[config.mk]
export PLATFORM = sky130hd
export DESIGN_NAME = sbig_gen
export DESIGN_NICKNAME = d
export VERILOG_FILES = /design/src/design/sbig_pkg.sv /design/src/design/sbig_gen.sv /design/src/design/sbig_bit_tick.sv
export SDC_FILE = /design/constraint.sdc
export NUM_CORES = 1
export LEC_CHECK = 0
export ABC_AREA = 1
export BUFFER_PORTS_ARGS = -buffer_cell sky130_fd_sc_hd__buf_2
export CORE_ASPECT_RATIO = 1.1
export CORE_UTILIZATION = 46
export DETAILED_ROUTE_END_ITERATION = 7
export PLACE_DENSITY = 0.61
export REMOVE_ABC_BUFFERS = 1
export SETUP_SLACK_MARGIN = 0.15
export SYNTH_ARGS = -nofsm -noshare
export SYNTH_HDL_FRONTEND = slang
export SYNTH_SLANG_ARGS = --single-unit
[constraint.sdc]
create_clock -name clk -period 2.11 [get_ports clk]
set_clock_uncertainty 0.15 [all_clocks]
set_input_delay 0.5275 -clock clk [delete_from_list [all_inputs] [get_ports clk]]
set_output_delay 0.5275 -clock clk [all_outputs]
set_load 0.05 [all_outputs]
[src/design/sbig_pkg.sv]
// Package of constants and carrier types for the break and idle generator.
package sbig_pkg;

	// ----------------------------------------------------------------
	// Frame lengths in bit times
	// ----------------------------------------------------------------
	localparam logic [3:0] SBIG_FRAME_SHORT = 4'ha;
	localparam logic [3:0] SBIG_FRAME_LONG  = 4'hb;

	// ----------------------------------------------------------------
	// Bit clock divider and reset values
	// ----------------------------------------------------------------
	localparam int         SBIG_CLK_HZ      = 50000000;
	localparam int         SBIG_BAUD_DEF    = 19200;
	localparam int         SBIG_DIV_DEF     = SBIG_CLK_HZ / SBIG_BAUD_DEF;
	localparam logic [15:0] SBIG_DIV_RESET  = 16'h0000;
	localparam logic [3:0] SBIG_BIT_RESET   = 4'h0;
	localparam logic       SBIG_LINE_IDLE   = 1'b1;

	// Software control bits of the second serial control register.
	typedef struct packed {
		logic word_long;
		logic tx_on;
		logic break_request;
	} sbig_ctrl_s;

	// Line level and frame flags reported on the status port; the remote receiver sees only txd.
	typedef struct packed {
		logic txd;
		logic busy;
		logic sending_break;
		logic sending_idle;
	} sbig_stat_s;

	typedef enum logic [2:0] {
		SBIG_ST_WAIT  = 3'b001,
		SBIG_ST_IDLE  = 3'b010,
		SBIG_ST_BREAK = 3'b100
	} sbig_state_e;

endpackage

[src/design/sbig_gen.sv]
// Break and idle frame generator of the serial transmitter.
`timescale 1ns/10ps

module sbig_gen #(
	parameter int DIV = sbig_pkg::SBIG_DIV_DEF
) (
	input  wire logic             clk,
	input  wire logic             rst_b,
	input  wire sbig_pkg::sbig_ctrl_s serial_control_two,
	output sbig_pkg::sbig_stat_s  status
);
	import sbig_pkg::*;

	sbig_state_e state;
	sbig_state_e next_state;
	logic [3:0]  bit_count;
	logic [3:0]  frame_len;
	logic        tick;
	logic        start;
	logic        frame_end;
	logic        tx_on_d;
	logic        break_seen;
	logic        idle_pend;
	logic        txd;
	logic        tx_on_rise;
	logic        break_request_d;
	logic        break_rise;
	logic        want_break;
	logic        busy;
	logic        sending_break;
	logic        sending_idle;

	// ----------------------------------------------------------------
	// Bit clock
	// ----------------------------------------------------------------
	sbig_bit_tick #(
		.DIV     (DIV)
	) u_tick (
		.clk     (clk),
		.rst_b   (rst_b),
		.restart (start),
		.tick    (tick)
	);

	// ----------------------------------------------------------------
	// Frame length
	// ----------------------------------------------------------------
	// Frame length is latched at frame start so a word length change mid
	// frame cannot stretch or cut the break.
	always_ff @(posedge clk or negedge rst_b) begin
		if (!rst_b) begin
			frame_len <= SBIG_FRAME_SHORT;
		end else if (start) begin
			frame_len <= serial_control_two.word_long ? SBIG_FRAME_LONG
				: SBIG_FRAME_SHORT;
		end
	end

	assign frame_end = (state != SBIG_ST_WAIT) && tick
		&& (bit_count == frame_len - 4'h1);

	// ----------------------------------------------------------------
	// Request capture
	// ----------------------------------------------------------------
	always_ff @(posedge clk or negedge rst_b) begin
		if (!rst_b) begin
			tx_on_d <= 1'b0;
		end else begin
			tx_on_d <= serial_control_two.tx_on;
		end
	end

	always_ff @(posedge clk or negedge rst_b) begin
		if (!rst_b) begin
			break_request_d <= 1'b0;
		end else begin
			break_request_d <= serial_control_two.break_request;
		end
	end

	assign tx_on_rise = serial_control_two.tx_on && !tx_on_d;
	assign break_rise = serial_control_two.break_request && !break_request_d;

	// A rising tx_on queues an idle; the set wins over the consuming clear.
	always_ff @(posedge clk or negedge rst_b) begin
		if (!rst_b) begin
			idle_pend <= 1'b0;
		end else if (tx_on_rise) begin
			idle_pend <= 1'b1;
		end else if (start && next_state == SBIG_ST_IDLE) begin
			idle_pend <= 1'b0;
		end
	end

	// Only a rise of break_request is remembered, so a one-cycle pulse still
	// sends one break. A rise in the cycle that starts a break is served by
	// that break, which is why the clear is tested first; the cost is that a
	// second pulse landing in exactly that cycle is not counted.
	always_ff @(posedge clk or negedge rst_b) begin
		if (!rst_b) begin
			break_seen <= 1'b0;
		end else if (start && next_state == SBIG_ST_BREAK) begin
			break_seen <= 1'b0;
		end else if (break_rise) begin
			break_seen <= 1'b1;
		end
	end

	// A held request is served from its level at each frame end, so once it
	// falls nothing stays latched and no break follows the one on the wire.
	assign want_break = break_seen
		|| (frame_end && serial_control_two.break_request);

	// ----------------------------------------------------------------
	// Frame sequencing
	// ----------------------------------------------------------------
	// Frames start only from WAIT or at a frame end, so a break is never
	// chained into a second break by a stale request.
	always_comb begin
		next_state = state;
		start      = 1'b0;
		if (serial_control_two.tx_on && (state == SBIG_ST_WAIT || frame_end)) begin
			if (idle_pend) begin
				next_state = SBIG_ST_IDLE;
				start      = 1'b1;
			end else if (want_break) begin
				next_state = SBIG_ST_BREAK;
				start      = 1'b1;
			end else begin
				next_state = SBIG_ST_WAIT;
			end
		end else if (frame_end || !serial_control_two.tx_on) begin
			next_state = SBIG_ST_WAIT;
		end
	end

	// ----------------------------------------------------------------
	// State register
	// ----------------------------------------------------------------
	always_ff @(posedge clk or negedge rst_b) begin
		if (!rst_b) begin
			state <= SBIG_ST_WAIT;
		end else begin
			state <= next_state;
		end
	end

	// ----------------------------------------------------------------
	// Bit counter
	// ----------------------------------------------------------------
	// The count is cleared on every frame start, so a frame cut short by a
	// falling tx_on leaves nothing stale behind for the next one.
	always_ff @(posedge clk or negedge rst_b) begin
		if (!rst_b) begin
			bit_count <= SBIG_BIT_RESET;
		end else if (start || frame_end) begin
			bit_count <= SBIG_BIT_RESET;
		end else if (tick) begin
			bit_count <= bit_count + 4'h1;
		end
	end

	// ----------------------------------------------------------------
	// Line output
	// ----------------------------------------------------------------
	// The line is a flop of its own, fed only by the next-state decode, so no
	// glitch of the frame logic can reach the pin.
	always_ff @(posedge clk or negedge rst_b) begin
		if (!rst_b) begin
			txd <= SBIG_LINE_IDLE;
		end else begin
			unique case (next_state)
				SBIG_ST_WAIT:  txd <= SBIG_LINE_IDLE;
				SBIG_ST_IDLE:  txd <= SBIG_LINE_IDLE;
				SBIG_ST_BREAK: txd <= 1'b0;
			endcase
		end
	end

	// The frame flags load from next_state on the same edge as the line, so a
	// watcher never sees them disagree with the pin.
	always_ff @(posedge clk or negedge rst_b) begin
		if (!rst_b) begin
			busy <= 1'b0;
		end else begin
			busy <= next_state != SBIG_ST_WAIT;
		end
	end

	always_ff @(posedge clk or negedge rst_b) begin
		if (!rst_b) begin
			sending_break <= 1'b0;
		end else begin
			sending_break <= next_state == SBIG_ST_BREAK;
		end
	end

	always_ff @(posedge clk or negedge rst_b) begin
		if (!rst_b) begin
			sending_idle <= 1'b0;
		end else begin
			sending_idle <= next_state == SBIG_ST_IDLE;
		end
	end

	// ----------------------------------------------------------------
	// Status port
	// ----------------------------------------------------------------
	assign status = '{
		txd:           txd,
		busy:          busy,
		sending_break: sending_break,
		sending_idle:  sending_idle
	};

endmodule

[src/design/sbig_bit_tick.sv]
// Bit-time enable divider for the break and idle generator.
`timescale 1ns/10ps
module sbig_bit_tick #(
	parameter int DIV = sbig_pkg::SBIG_DIV_DEF
) (
	input  wire logic clk,
	input  wire logic rst_b,
	input  wire logic restart,
	output logic      tick
);
	import sbig_pkg::*;

	localparam logic [15:0] LAST = 16'(DIV - 1);

	logic [15:0] count;

	// A restart aligns the first bit time with the start of a frame.
	always_ff @(posedge clk or negedge rst_b) begin
		if (!rst_b) begin
			count <= SBIG_DIV_RESET;
		end else if (restart || count == LAST) begin
			count <= SBIG_DIV_RESET;
		end else begin
			count <= count + 16'h0001;
		end
	end

	// The tick does not look at restart: a start at a frame end meets a tick where the count wraps anyway, and a tick
	// that meets a start from WAIT is harmless, as frame_end needs a frame state and the bit count clears on start.
	assign tick = (count == LAST);

endmodule

==> results.md, run 1 <==
Global route:
- The initial antenna violation count came to 0.
- Global routing finished with a remaining overflow of 0.
- The largest net degree at the start of global routing is 33.
- The first-pass GRT wire length is 5.55 mm.
- The via count of the first global-routing pass came to ~1300.
- Global routing used between 15 and 20% of the available tracks.

Critical path:
- The slowest cell on the critical path is dfstp_2.
- STA classifies the critical path endpoint as a register.
- The critical path goes through inv_1 > nor2_1 > nand2_2 > nand2_1 > nor2_2 > nand3_1 > nand3_1 > nand2_2 > buf_8 > nand2_8 > nor2_1 > nand2_1.
- The worst stage delay on the critical path is ~530 ps.
- At the worst endpoint, the arrival time is between 1500 and 2000 ps.
- STA puts the critical path data required time at 2190 ps.
- The worst setup path is launched from a register.
- The start-to-end type of the worst setup path is reg -> reg.
- The largest fanout of any net on the critical path is 10.

Drt:
- The first routing iteration left 103 violations.
- The post-detailed-routing wire length is 3.44 mm.
- The routed wire length per instance is ~12 µm.
- The count of antenna-violating nets left after detailed routing is 0.
- The remaining routing DRC violations is 0.
- The detailed router placed between 1000 and 1500 vias in this run.
- The number of detailed-route iterations in the first pass is 4.
- Dividing the detail-routed via count by the number of cells gives 4.95.

Synthesis:
- Yosys mapped the design onto 25 distinct sky130hd cell types.
- The share of the Yosys chip area taken by registers is 46.6%.
- The number of warning messages in the yosys log is 0.
- The synthesized instance count is 214.
- In this run the cell area of the synthesized design comes to 1720 µm².
- In this run, synthesis produced a sequential element count of 32.
- The per-instance average area after synthesis is 8.06 µm².

STA:
- The transition at the pin with the smallest max-transition slack is 695 ps.
- Setup repair after global routing could not meet its margin everywhere.
- Headroom to the max-slew limit came out at 53.6%.
- The number of endpoints with negative hold slack in the final report came to 0.
- The achievable frequency is 526 MHz.
- The clock period could shrink to 1900 ps.
- Once routing completed, OpenROAD measured the worst setup slack at 210 ps.
- After layout, the worst path uses 90.1% of the clock period.
- The number of max-slew violations in the final report is 0.
- The aggregate negative setup slack is 0 ps.
- Setup violations remaining at the end of the flow were counted as 0.

Outcome:
- The run finished with clean final reports.

Floorplanning:
- The initial core utilization is 49.7%.
- The core area is 3470 µm².
- The number of core rows is 22.
- The total die area is 4000 µm².
- The die is ~60 µm wide.
- In this run the vertical extent of the chip is 66.2 µm.
- The number of top-level pins is 9.

Finish:
- The filler cell count in the final layout is 328.
- After routing the design area is about 2100 µm².
- In the final layout, the multi-input gates occupy 791 µm².
- The number of nets in the final layout is 250.
- Of the cells placed in the final design, the portion with a size suffix greater than 1 is 27.9%.
- The number of diodes added for antenna fixing is 0.
- The signed area change from the synthesized netlist to the final layout is 19.2%.
- Registers take roughly 800 µm².

Clock network:
- The CTS tree is built.
- The CTS H-tree depth is 2.
- In this run, post-CTS hold repair placed 0 buffers.
- After clock tree synthesis, the clock-pin slew on the worst setup and hold paths is 110 ps.
- The master cell of the clock root buffer is clkbuf_4.
- The clock net in this run drives a total of 32 sinks.
- The clock latency reported for the late side of the worst-skew pair is 350 ps.
- In this run the deepest clock path goes through 2 buffers.
- The clock buffer count from CTS is 5.

Placement:
- Routability-driven placement finished with a final weighted congestion of 0.798.
- The count of buffers added on input and output ports is 8.
- Before CTS, the worst setup slack after placement is around 180 ps.
- The placed instances occupy a cell area of 1810 µm².
- The half-perimeter wire length after detailed placement is 2.34 mm.

Power and ir drop:
- For this design the static power due to leakage is 0.989 nW.
- The power per cell area is between 900 and 1000 nW/µm².
- The maximum resistive drop on vdd is approximately 0.00064 V.

Job:
- Max-cap violations in this run came to 0.

Hold path:
- The path category of the worst min-delay check is in -> async.
[what timing repair did]
item,in CTS,in global routing
endpoints found under the setup margin,1,26
pin swaps,1,14
gates cloned,0,0
gates resized for setup,0,16
buffers inserted,1,15
[per-layer routing]
| layer | GRT usage, % | part of all wire (%) | vias up |
|---|---|---|---|
| met5 | 0 | 0 | - |
| met1 | 25.1 | 48 | 694 |
| met4 | 8.72 | 1.8 | 0 |
| met2 | 28.7 | 47 | 12 |
| li1 | - | - | 732 |
| met3 | 5.87 | 2.9 | 6 |
[where the power goes]
| group | internal (mW) | switching (mW) |
|---|---|---|
| Sequential | 0.744 | 0.0884 |
| Combinational | 0.255 | 0.485 |
| Clock | 0.247 | 0.222 |
[path summary, 6_finish.rpt]
check                      slack (ps)  cells after the start                   from               to
min                                60                      1                  rst_b     bit_count[0]
max reg2reg                       210                     12               state[0]             busy
min in group clk                  170                      1  serial_control_two[0]  break_request_d
max                               210                     12               state[0]             busy
max in group asynchronous        1250                      1                  rst_b  u_tick.count[2]
min reg2reg                       300                      1                tx_on_d        idle_pend
[synth_stat cells]
library cell | instances | area (µm²)
nand2_1 | 42 | 158
nor2_1 | 34 | 128
dfrtp_1 | 30 | 751
inv_1 | 24 | 90.1
nand3_1 | 15 | 75.1
nor3_1 | 14 | 70.1
nand4_1 | 8 | 50.1
xor2_1 | 8 | 70.1
a21oi_1 | 6 | 30.0
buf_4 | 6 | 45.0
inv_2 | 5 | 18.8
nand2_2 | 4 | 25.0
nor2_2 | 4 | 25.0
dfstp_2 | 2 | 52.6
ha_1 | 2 | 25.0
a21oi_4 | 1 | 16.3
and3_1 | 1 | 6.26
buf_6 | 1 | 11.3
nand2_4 | 1 | 11.3
nand2_8 | 1 | 20.0
nand3b_1 | 1 | 7.51
nor2_4 | 1 | 11.3
nor3_2 | 1 | 10.0
o21bai_2 | 1 | 11.3
o22ai_1 | 1 | 6.26
[metrics by stage]
| step | util [%] | hold WS, ps | power (mW) | instances |
|---|---|---|---|---|
| 2_1_floorplan | - | 81.9 | 1.32 | 207 |
| 3_3_place_gp | 52.1 | 293 | 1.48 | 268 |
| 3_5_place_dp | 52.1 | 282 | 1.49 | 268 |
| 4_1_cts | 54.6 | 91.0 | 1.97 | 277 |
| 5_1_grt | 59.3 | 105 | 2.18 | 292 |
| 6_report | 59.3 | 64.3 | 2.04 | 292 |
[sequential cells by signal (all words and copies together), names as in the netlist]
signal           count
bit_count            4
state                3
sending_idle         1
idle_pend            1
txd                  1
break_seen           1
tx_on_d              1
busy                 1
sending_break        1
u_tick.count        16
break_request_d      1
frame_len            1
[final cells by class]
| type | count | share of cell area, % |
|---|---|---|
| clock buffer | 5 | 1.83 |
| clock inverter | 3 | 2.07 |
| inverter | 29 | 5.30 |
| multi-input combinational | 146 | 38.5 |
| sequential | 32 | 39.3 |
| tap | 48 | 2.92 |
| timing repair buffer | 29 | 10.2 |
[layout by cell type, fill, tap and decap left out, drive strengths merged]
| cell type | synthesis | final |
|---|---|---|
| nand3b | 1 | 1 |
| and3 | 1 | 1 |
| xor2 | 8 | 8 |
| clkbuf | 0 | 5 |
| o21bai | 1 | 1 |
| inv | 29 | 29 |
| nand3 | 15 | 15 |
| ha | 2 | 2 |
| a21oi | 7 | 7 |
| clkinvlp | 0 | 1 |
| dfrtp | 30 | 30 |
| clkinv | 0 | 1 |
| buf | 7 | 29 |
| dfstp | 2 | 2 |
| o22ai | 1 | 1 |
| bufinv | 0 | 1 |
| nand2 | 48 | 48 |
| nand4 | 8 | 8 |
| nor3 | 15 | 15 |
| nor2 | 39 | 39 |
[critical path, delay by kind of cell (launching register included)]
family                 cells  cell delay, ps
buffers and inverters      2             200
DFF                        1             530
and+or+nand+nor           10             910
[kinds of logic (layout without fill, tap and decap cells)]
group / Yosys count / after routing / synth area share, %
fa+ha+maj: 2 / 2 / 1.45
simple gates: 127 / 127 / 34.6
buf+inv: 36 / 66 / 9.58
flops: 32 / 32 / 46.6
xor+xnor: 8 / 8 / 4.06
compound gates: 9 / 9 / 3.70
No activity file was read; power rests on OpenSTA's default activity.
==> run 2, diff against run 1 <==
Settings changed: CORE_UTILIZATION 46 to 55, PLACE_DENSITY 0.61 to 0.71.
==> run 2 against run 1 <==
Hold slack better by 2.1 ps. Via count is 1.9% higher. Register-to-register slack worse by 50 ps. Clock-buffer cell count is 3 higher. Final cell count is 4.8% lower. Critical endpoint unchanged. Clock power is 22% lower. Combinational power grew 4.5%. Fmax decreased by 2.8%. Core utilization grew 12 points. Sequential share of layout area up 0.11 points. Worst setup slack worse by 54 ps. Global-route usage rose by 2.9 points.
==> results.md, run 2 (same netlist as run 1, synthesis figures left out) <==
Global route:
- The first global-routing pass estimated 5.66 mm of wire.
- The via count of the first global-routing pass is 1353.
- The initial antenna violation count was 0.
- Global routing used between 20 and 25% of the available tracks.
- After global routing the overflow that remains totals 0.
- Entering global routing, the biggest net connects 33 pins.

Power and ir drop:
- IR analysis of the VDD net gives a maximum drop of 0.000835 V.
- The power per cell area is about 960 nW/µm².
- Summed over all cells, the static leakage comes to 0.982 nW.
- The total power draw is roughly 2 mW.

Drt:
- Signal routing reaches up to met4.
- The detailed router finished its first iteration with 56 violations.
- The first detailed-routing pass ran for 4 iterations.
- Once detail routing completed, the nets flagged for antenna violations numbered 0.
- The total length of routed met2 wires is 1.88 mm.
- After detailed routing, the average wire length per cell comes to 12.8 µm.
- The via total after detailed routing is between 1000 and 1500.
- After detailed routing, the total wire length is 3.56 mm.
- In the routed layout, each cell is associated on average with a via count of about 5.3.
- After detailed routing, the number of remaining DRC violations is 0.
- After detailed routing, the wire length on met1 is 1.42 mm.
- After detailed routing, the met3 layer carries between 150 and 200 µm of wire.

STA:
- Setup repair after global routing could not meet its margin everywhere.
- Adding up every negative setup slack in the final design gives 0 ps.
- The relative slew slack is roughly 55%.
- The time the final worst path needs with I/O delays and setup is between 1500 and 2000 ps.
- At the pin with the least slew margin, the transition time is 682 ps.
- The tightest hold path in the finished design has a slack of ~66 ps.
- The portion of the clock cycle consumed by the worst path in the final layout is between 90 and 100%.
- Setup violations remaining at the end of the flow were counted as 0.
- The number of endpoints with negative hold slack in the final report is 0.
- Derived from the worst setup path, the maximum achievable clock frequency is between 500 and 600 MHz.
- The number of max-slew violations in the final report is 0.

Critical path:
- The critical path starts at u_tick.count[7].
- In this run the critical register-to-register path is launched from u_tick.count[7].
- Of all nets on the critical path, the largest fanout is 5.
- The critical path startpoint category is a register.
- The worst setup path is captured at a register.
- The critical path is of the reg -> reg type.
- Data on the critical path is required at its endpoint by 2180 ps.
- The critical path arrival is 2030 ps.

Placement:
- Buffers placed on the I/O ports in this run total 8.
- At the end of routability-driven placement, the weighted congestion stood at 0.844.
- The half-perimeter wire length after detailed placement is 2.34 mm.
- The placed instances occupy a cell area of approximately 1800 µm².

Floorplanning:
- The core region is 2880 µm².
- The floorplan step defined a die boundary enclosing 3360 µm².
- For this design the top-level I/O count stands at 9.
- The number of core rows is 20.
- For this configuration, the core starts out at a cell density of 59.9%.
- The die is around 55 µm wide.
- The die span in y is around 61 µm.

Clock network:
- Counting along the longest clock path gives a buffer depth of 2.
- In this run the clock root is driven by a clkbuf_4.
- TritonCTS built the clock tree.
- The number of clock buffers added by TritonCTS is 5.
- Clock-pin slew was measured on the worst setup and hold paths at 100 ps.
- The clock drives 32 sinks.
- The clock latency reported for the late side of the worst-skew pair is 340 ps.
- The H-tree generated during clock tree synthesis spans 2 levels.

Finish:
- The number of diodes added for antenna fixing is 0.
- After the last flow step, the layout net total stands at 251.
- The post-route cell area is around 2000 µm².
- The library cell used most frequently in the layout, excluding fill and tap cells, is nand2_1.
- Counting flops per register, the top entry is u_tick.count.
- The largest registers in the layout are u_tick.count: 16 flops, bit_count: 4 flops, state: 3 flops.
- The filler cell count in the final layout is 220.
- In the final layout, the share of cells above drive strength 1 is 29.4%.
- The register with the most flip-flops in the layout has 16 of them.
- The signed area change from the synthesized netlist to the final layout is 18.7%.
- The library cells used most frequently in the layout, excluding fill and tap cells, are nand2_1 (39), nor2_1 (29), dfrtp_1 (28), inv_1 (24), buf_4 (21).

Outcome:
- The run finished with clean final reports.

Job:
- The max-capacitance violation count is 0.

Hold path:
- The path category of the worst min-delay check is in -> async.
run 2: changes by cell type in the layout (fill, tap and decap cells not counted), sizes merged:
cell	delta
clkbuf	+3
bufinv	-1
buf	+1
clkinv	-1
clkinvlp	-1
run 2: layout make-up:
type,instances,area [µm²],area share [%]
inverters,29,109,5.32
repair buffers,30,209,10.2
multi-input cells,146,823,40.2
clock buffers,8,58.8,2.87
flip-flops and latches,32,806,39.4
well taps,33,41.3,2.02
run 2: power by group:
group / switching [mW] / internal [mW] / leakage (nW) / total (mW)
combinational: 0.500 / 0.274 / 0.538 / 0.773
clock: 0.201 / 0.164 / 0.0326 / 0.365
sequential: 0.0817 / 0.742 / 0.412 / 0.823
total: 0.782 / 1.18 / 0.982 / 1.96
run 2: critical path, cell delays in order (launching register included):
cell	delay [ps]
dfrtp_2	450
inv_2	90
nand2_1	60
nor3_1	280
nand2_1	120
nor2_2	170
nand2_1	90
nand3_1	180
nand2_8	80
nor2_1	100
nand2_1	50
run 2: path summary, 6_finish.rpt:
path	cells after the start	slack [ps]	end
min reg2reg	1	290	idle_pend
max reg2reg	10	160	busy
min in group clk	1	190	break_request_d
max in group asynchronous	1	1260	u_tick.count[7]
min	1	70	u_tick.count[11]
max	10	160	busy
run 2: routing by layer:
layer / up-vias / GRT usage, %
li1: 732 / -
met1: 688 / 25.5
met2: 44 / 39.8
met3: 7 / 6.82
met4: 0 / 7.86
met5: - / 0
run 2: through the flow:
| step | worst slack [ps] | instances | util [%] |
|---|---|---|---|
| detailed placement | 24.8 | 253 | 62.1 |
| global route | 45.6 | 278 | 71.1 |
| global placement | 126 | 253 | 62.1 |
| CTS | 161 | 265 | 65.7 |
| finish | 155 | 278 | 71.1 |
| floorplan | 193 | 207 | - |
run 2: repair_timing:
| item | 4_1_cts | 5_1_grt |
|---|---|---|
| pin swaps | 3 | 11 |
| hold buffers | 0 | 0 |
| buffers inserted | 4 | 13 |
| resized for setup | 4 | 16 |
| setup endpoints to repair | 21 | 19 |
==> run 3, diff against run 2 <==
Settings changed: CAP_MARGIN set to 10, SYNTH_HIERARCHICAL set to 1, TNS_END_PERCENT set to 10.
==> run 3 against run 2 <==
Combinational power rose by 38%. Core utilization rose by 2.1 points. Via count rose by 3.5%. Register-to-register slack got worse by 150 ps. Sequential share of layout area fell by 3.1 points. Global-route usage rose by 3.4 points. Hold slack got worse by 2.7 ps. Clock power rose by 29%. Clock-buffer cell count fell by 3. Largest cell class unchanged. Highest routed layer unchanged.
==> results.md, run 3 <==
Outcome:
- The run finished with clean final reports.

Finish:
- In the layout the commonest cells are nand2_1 (38), nor2_1 (35), dfrtp_1 (30), buf_4 (22), inv_1 (19).
- In the final layout, the share of cells above drive strength 1 is 36.6%.
- The number of antenna diodes in the final layout is 0.
- From synthesis to final layout, the design area changed by 27.0%.
- For this run, the post-layout net count is 260.
- The register with the most flip-flops in the final layout is u_tick/count.
- The share of the core filled with cells in the final layout is between 70% and 80%.
- The flip-flop count of the largest register, all copies and words added is 16.
- Fill cells in the final layout number 212.
- The largest registers in the layout are u_tick/count: 16 flops, bit_count: 4 flops, state: 3 flops.
- The most frequent standard cell in the layout excluding fill and tap cells is nand2_1.
- After routing the design area is 2210 µm².

Power and ir drop:
- For this design the total switching power over the nets is 0.949 mW.
- The total power draw is ~2.3 mW.
- The proportion of power drawn by combinational gates is roughly 46%.
- The internal power is 1.40 mW.
- The leakage power figure is 1.01 nW.
- The power per cell area is 1060 nW/µm².
- Across the VDD grid, the largest voltage drop is 0.000896 V.
- The net switching fraction of the power is around two fifths.
- The part of the power in registers is 34.1%.
- The clock network burns 20.1% of the power.

Clock network:
- The clock latency reported for the late side of the worst-skew pair is between 300 and 400 ps.
- The total number of clock tree sinks is 32.
- The CTS tree is built.
- The cell sitting at the root of the clock tree is a clkbuf_4.
- The maximum count of clock buffers along a single path is 2.
- CTS built an H-tree with a depth of 2.
- The clock-pin slew on the worst setup and hold paths is 110 ps.
- The number of buffers inserted by hold repair at cts is 0.
- The clock buffer count from CTS is 5.

Synthesis:
- The share of flip-flops with an asynchronous set or reset after synthesis is 100%.
- Averaged over all synthesized cells, the footprint is 8.07 µm².
- Ranked by instance count, the synthesized netlist is headed by nor2_1 (41), nand2_1 (39), dfrtp_1 (30).
- After synthesis, the cell types taking the most area are dfrtp_1 (43%), nor2_1 (8.8%), nand2_1 (8.4%).
- The predominant post-synthesis flop cell is dfrtp_1.
- After synthesis the netlist holds a flip-flop and latch count of 32.
- The synthesized design spends more area on one cell type than any other, namely dfrtp_1.
- The top cell type's share of synthesized area is 43.1%.
- The number of warning messages in the yosys log is 6.
- The sequential cell area fraction in the yosys report is 46.1%.
- Among all cell types in the netlist, the one instantiated most often is nor2_1.
- In this run, synthesis inferred 0 flip-flops with an integrated enable.
- The synthesized instance count is 216.
- The mapped netlist covers 1740 µm².
- The number of library cell types mapped by synthesis is 27.

Critical path:
- The most repeated library cell on the critical path is nand3_2.
- The largest fanout of any net on the critical path is 8.
- The critical path starts at u_tick/count[10].
- The critical path startpoint category is a register.
- For the worst setup path, the data required time is about 2200 ps.
- The critical path is of the reg -> reg type.
- The endpoint kind of the worst setup timing path is a register.
- The launch instance of the worst register-to-register path is u_tick/count[10].
- The slowest cell on the critical path is dfrtp_1.
- Traced cell by cell, the critical path runs through nor3_4 > nand4_1 > nor3_2 > nand3_2 > nor2_4 > nand3_2 > nand3_2 > nand2_4 > inv_4 > inv_8 > nand2_8 > nor2_1.
- The critical path arrival is approximately 2200 ps.
- The worst stage delay on the critical path is ~430 ps.

STA:
- Setup repair after global routing could not meet its margin everywhere.
- The number of max-slew violations in the final report is 0.
- The time the final worst path needs with I/O delays and setup is 2110 ps.
- Static timing analysis puts the maximum clock frequency at 475 MHz.
- Headroom to the max-slew limit came out at 53.0%.
- For the pin with the worst max-slew slack, the measured transition is between 700 and 800 ps.
- The count of endpoints failing setup in the final report is 0.
- The portion of the clock cycle consumed by the worst path in the final layout is 99.8%.
- The number of endpoints with negative hold slack in the final report is 0.

Placement:
- Once placement finished, the instance area stood at 1910 µm².
- The half-perimeter wire length after detailed placement is 2.56 mm.
- The count of input and output buffers is 8.
- The final RePlAce weighted congestion is 0.875.

Drt:
- In the final routing, the length of wire on met1 measures ~1.6 mm.
- The DRC violation total after the first TritonRoute iteration is 99.
- The routed layout has 1522 vias.
- After detailed routing, the number of vias per cell comes to 5.28.
- The remaining routing DRC violations is 0.
- After detailed routing, no signal wire sits above met4.
- For this run, the detailed router's first-pass iteration total came to 4.
- In this run the remaining antenna-violating nets after routing total 0.
- The total length of routed met2 wires is 2.21 mm.
- The post-detailed-routing wire length is 4.07 mm.
- The routed wire length per instance is 14.1 µm.
- The routed length on met3 is 151 µm.

Global route:
- The via count of the first global-routing pass is around 1500.
- Global routing used 25.5% of the available tracks across all layers.
- The first global-routing pass estimated ~6.4 mm of wire.
- The initial antenna violation count is 0.
- The largest net degree at the start of global routing is 33.
- The remaining global-route overflow is 0.

Floorplanning:
- In this run the standard cell core region covers 3020 µm².
- The die width is approximately 56 µm.
- The die span in y is 61.0 µm.
- The initial utilization of the core area, before any placement, comes to 57.7%.
- For this design the top-level I/O count stands at 9.
- The die covers 3400 µm².
- The number of core rows is 21.

Job:
- The max-capacitance violation count is 0.

Hold path:
- The path category of the worst min-delay check is in -> async.
==> run 3: changes by cell type in the layout (fill, tap and decap cells not counted), sizes merged, moves of 4 or more <==
cell | before | now
buf | 30 | 34
nand2 | 48 | 53
nor2 | 39 | 52
o21ai | 0 | 4
xnor2 | 0 | 4
a21oi | 7 | 3
nor3 | 15 | 3
==> run 3: path summary, 6_finish.rpt <==
path,endpoint,slack [ps],depth (start not counted)
max in group asynchronous,u_tick/count[9],1280,1
max,u_tick/count[9],3,12
min reg2reg,idle_pend,310,1
min,u_tick/count[5],60,1
min in group clk,break_request_d,190,1
max reg2reg,u_tick/count[9],3,12
==> run 3: per-stage QoR <==
| step | setup slack [ps] | hold slack [ps] | cells | setup TNS [ps] |
|---|---|---|---|---|
| 3_3_place_gp | -16.0 | 271 | 270 | -141 |
| 4_1_cts | 13.7 | 83.0 | 283 | 0 |
| 5_1_grt | -98.0 | 119 | 288 | -1650 |
| 3_5_place_dp | -122 | 297 | 270 | -2000 |
| 2_1_floorplan | -173 | 81.9 | 211 | -2800 |
| 6_report | 3.44 | 63.7 | 288 | 0 |
==> run 3: logic make-up (layout without fill, tap and decap cells) <==
family / Yosys count / after routing / share of synthesized area, %
AO/OA/AOI/OAI: 11 / 11 / 4.52
flip-flops: 32 / 32 / 46.1
XOR/XNOR: 9 / 9 / 4.52
AND/OR/NAND/NOR: 129 / 130 / 35.0
buffers and inverters: 33 / 70 / 8.47
adder cells (fa/ha/maj): 2 / 2 / 1.44
==> run 3: repair_timing <==
item	CTS	global route
resized for setup	16	21
setup buffers	4	5
setup endpoints to repair	28	30
pin swaps	8	12
gates cloned	1	0
==> run 3: final cells by class <==
| type | count | area, µm² | area share [%] |
|---|---|---|---|
| Inverter | 28 | 120 | 5.43 |
| Timing Repair Buffer | 34 | 250 | 11.3 |
| Clock inverter | 3 | 42.5 | 1.92 |
| Multi-Input combinational cell | 152 | 917 | 41.4 |
| Clock buffer | 5 | 37.5 | 1.70 |
| Tap cell | 34 | 42.5 | 1.92 |
| Sequential cell | 32 | 803 | 36.3 |
==> run 3: power by group through the flow <==
| stage | Clock [mW] | Combinational, mW | Sequential, mW |
|---|---|---|---|
| global placement | 0 | 0.789 | 0.808 |
| global route | 0.516 | 1.16 | 0.815 |
| floorplan | 0 | 0.474 | 0.906 |
| CTS | 0.488 | 0.927 | 0.803 |
| detailed placement | 0 | 0.801 | 0.814 |
| finish | 0.472 | 1.07 | 0.801 |
==> run 3: critical path, delay by kind of cell, from the launching register on <==
| family | cells | cell delay, ps |
|---|---|---|
| simple gates | 10 | 1260 |
| flops | 1 | 430 |
| buf+inv | 2 | 130 |
==> run 3: layer usage <==
metal  global-route usage (%)  vias to the layer above
met1                     25.3                      715
met4                     18.2                        0
met3                     7.56                       19
met5                        0                        -
li1                         -                      742
met2                     47.2                       46
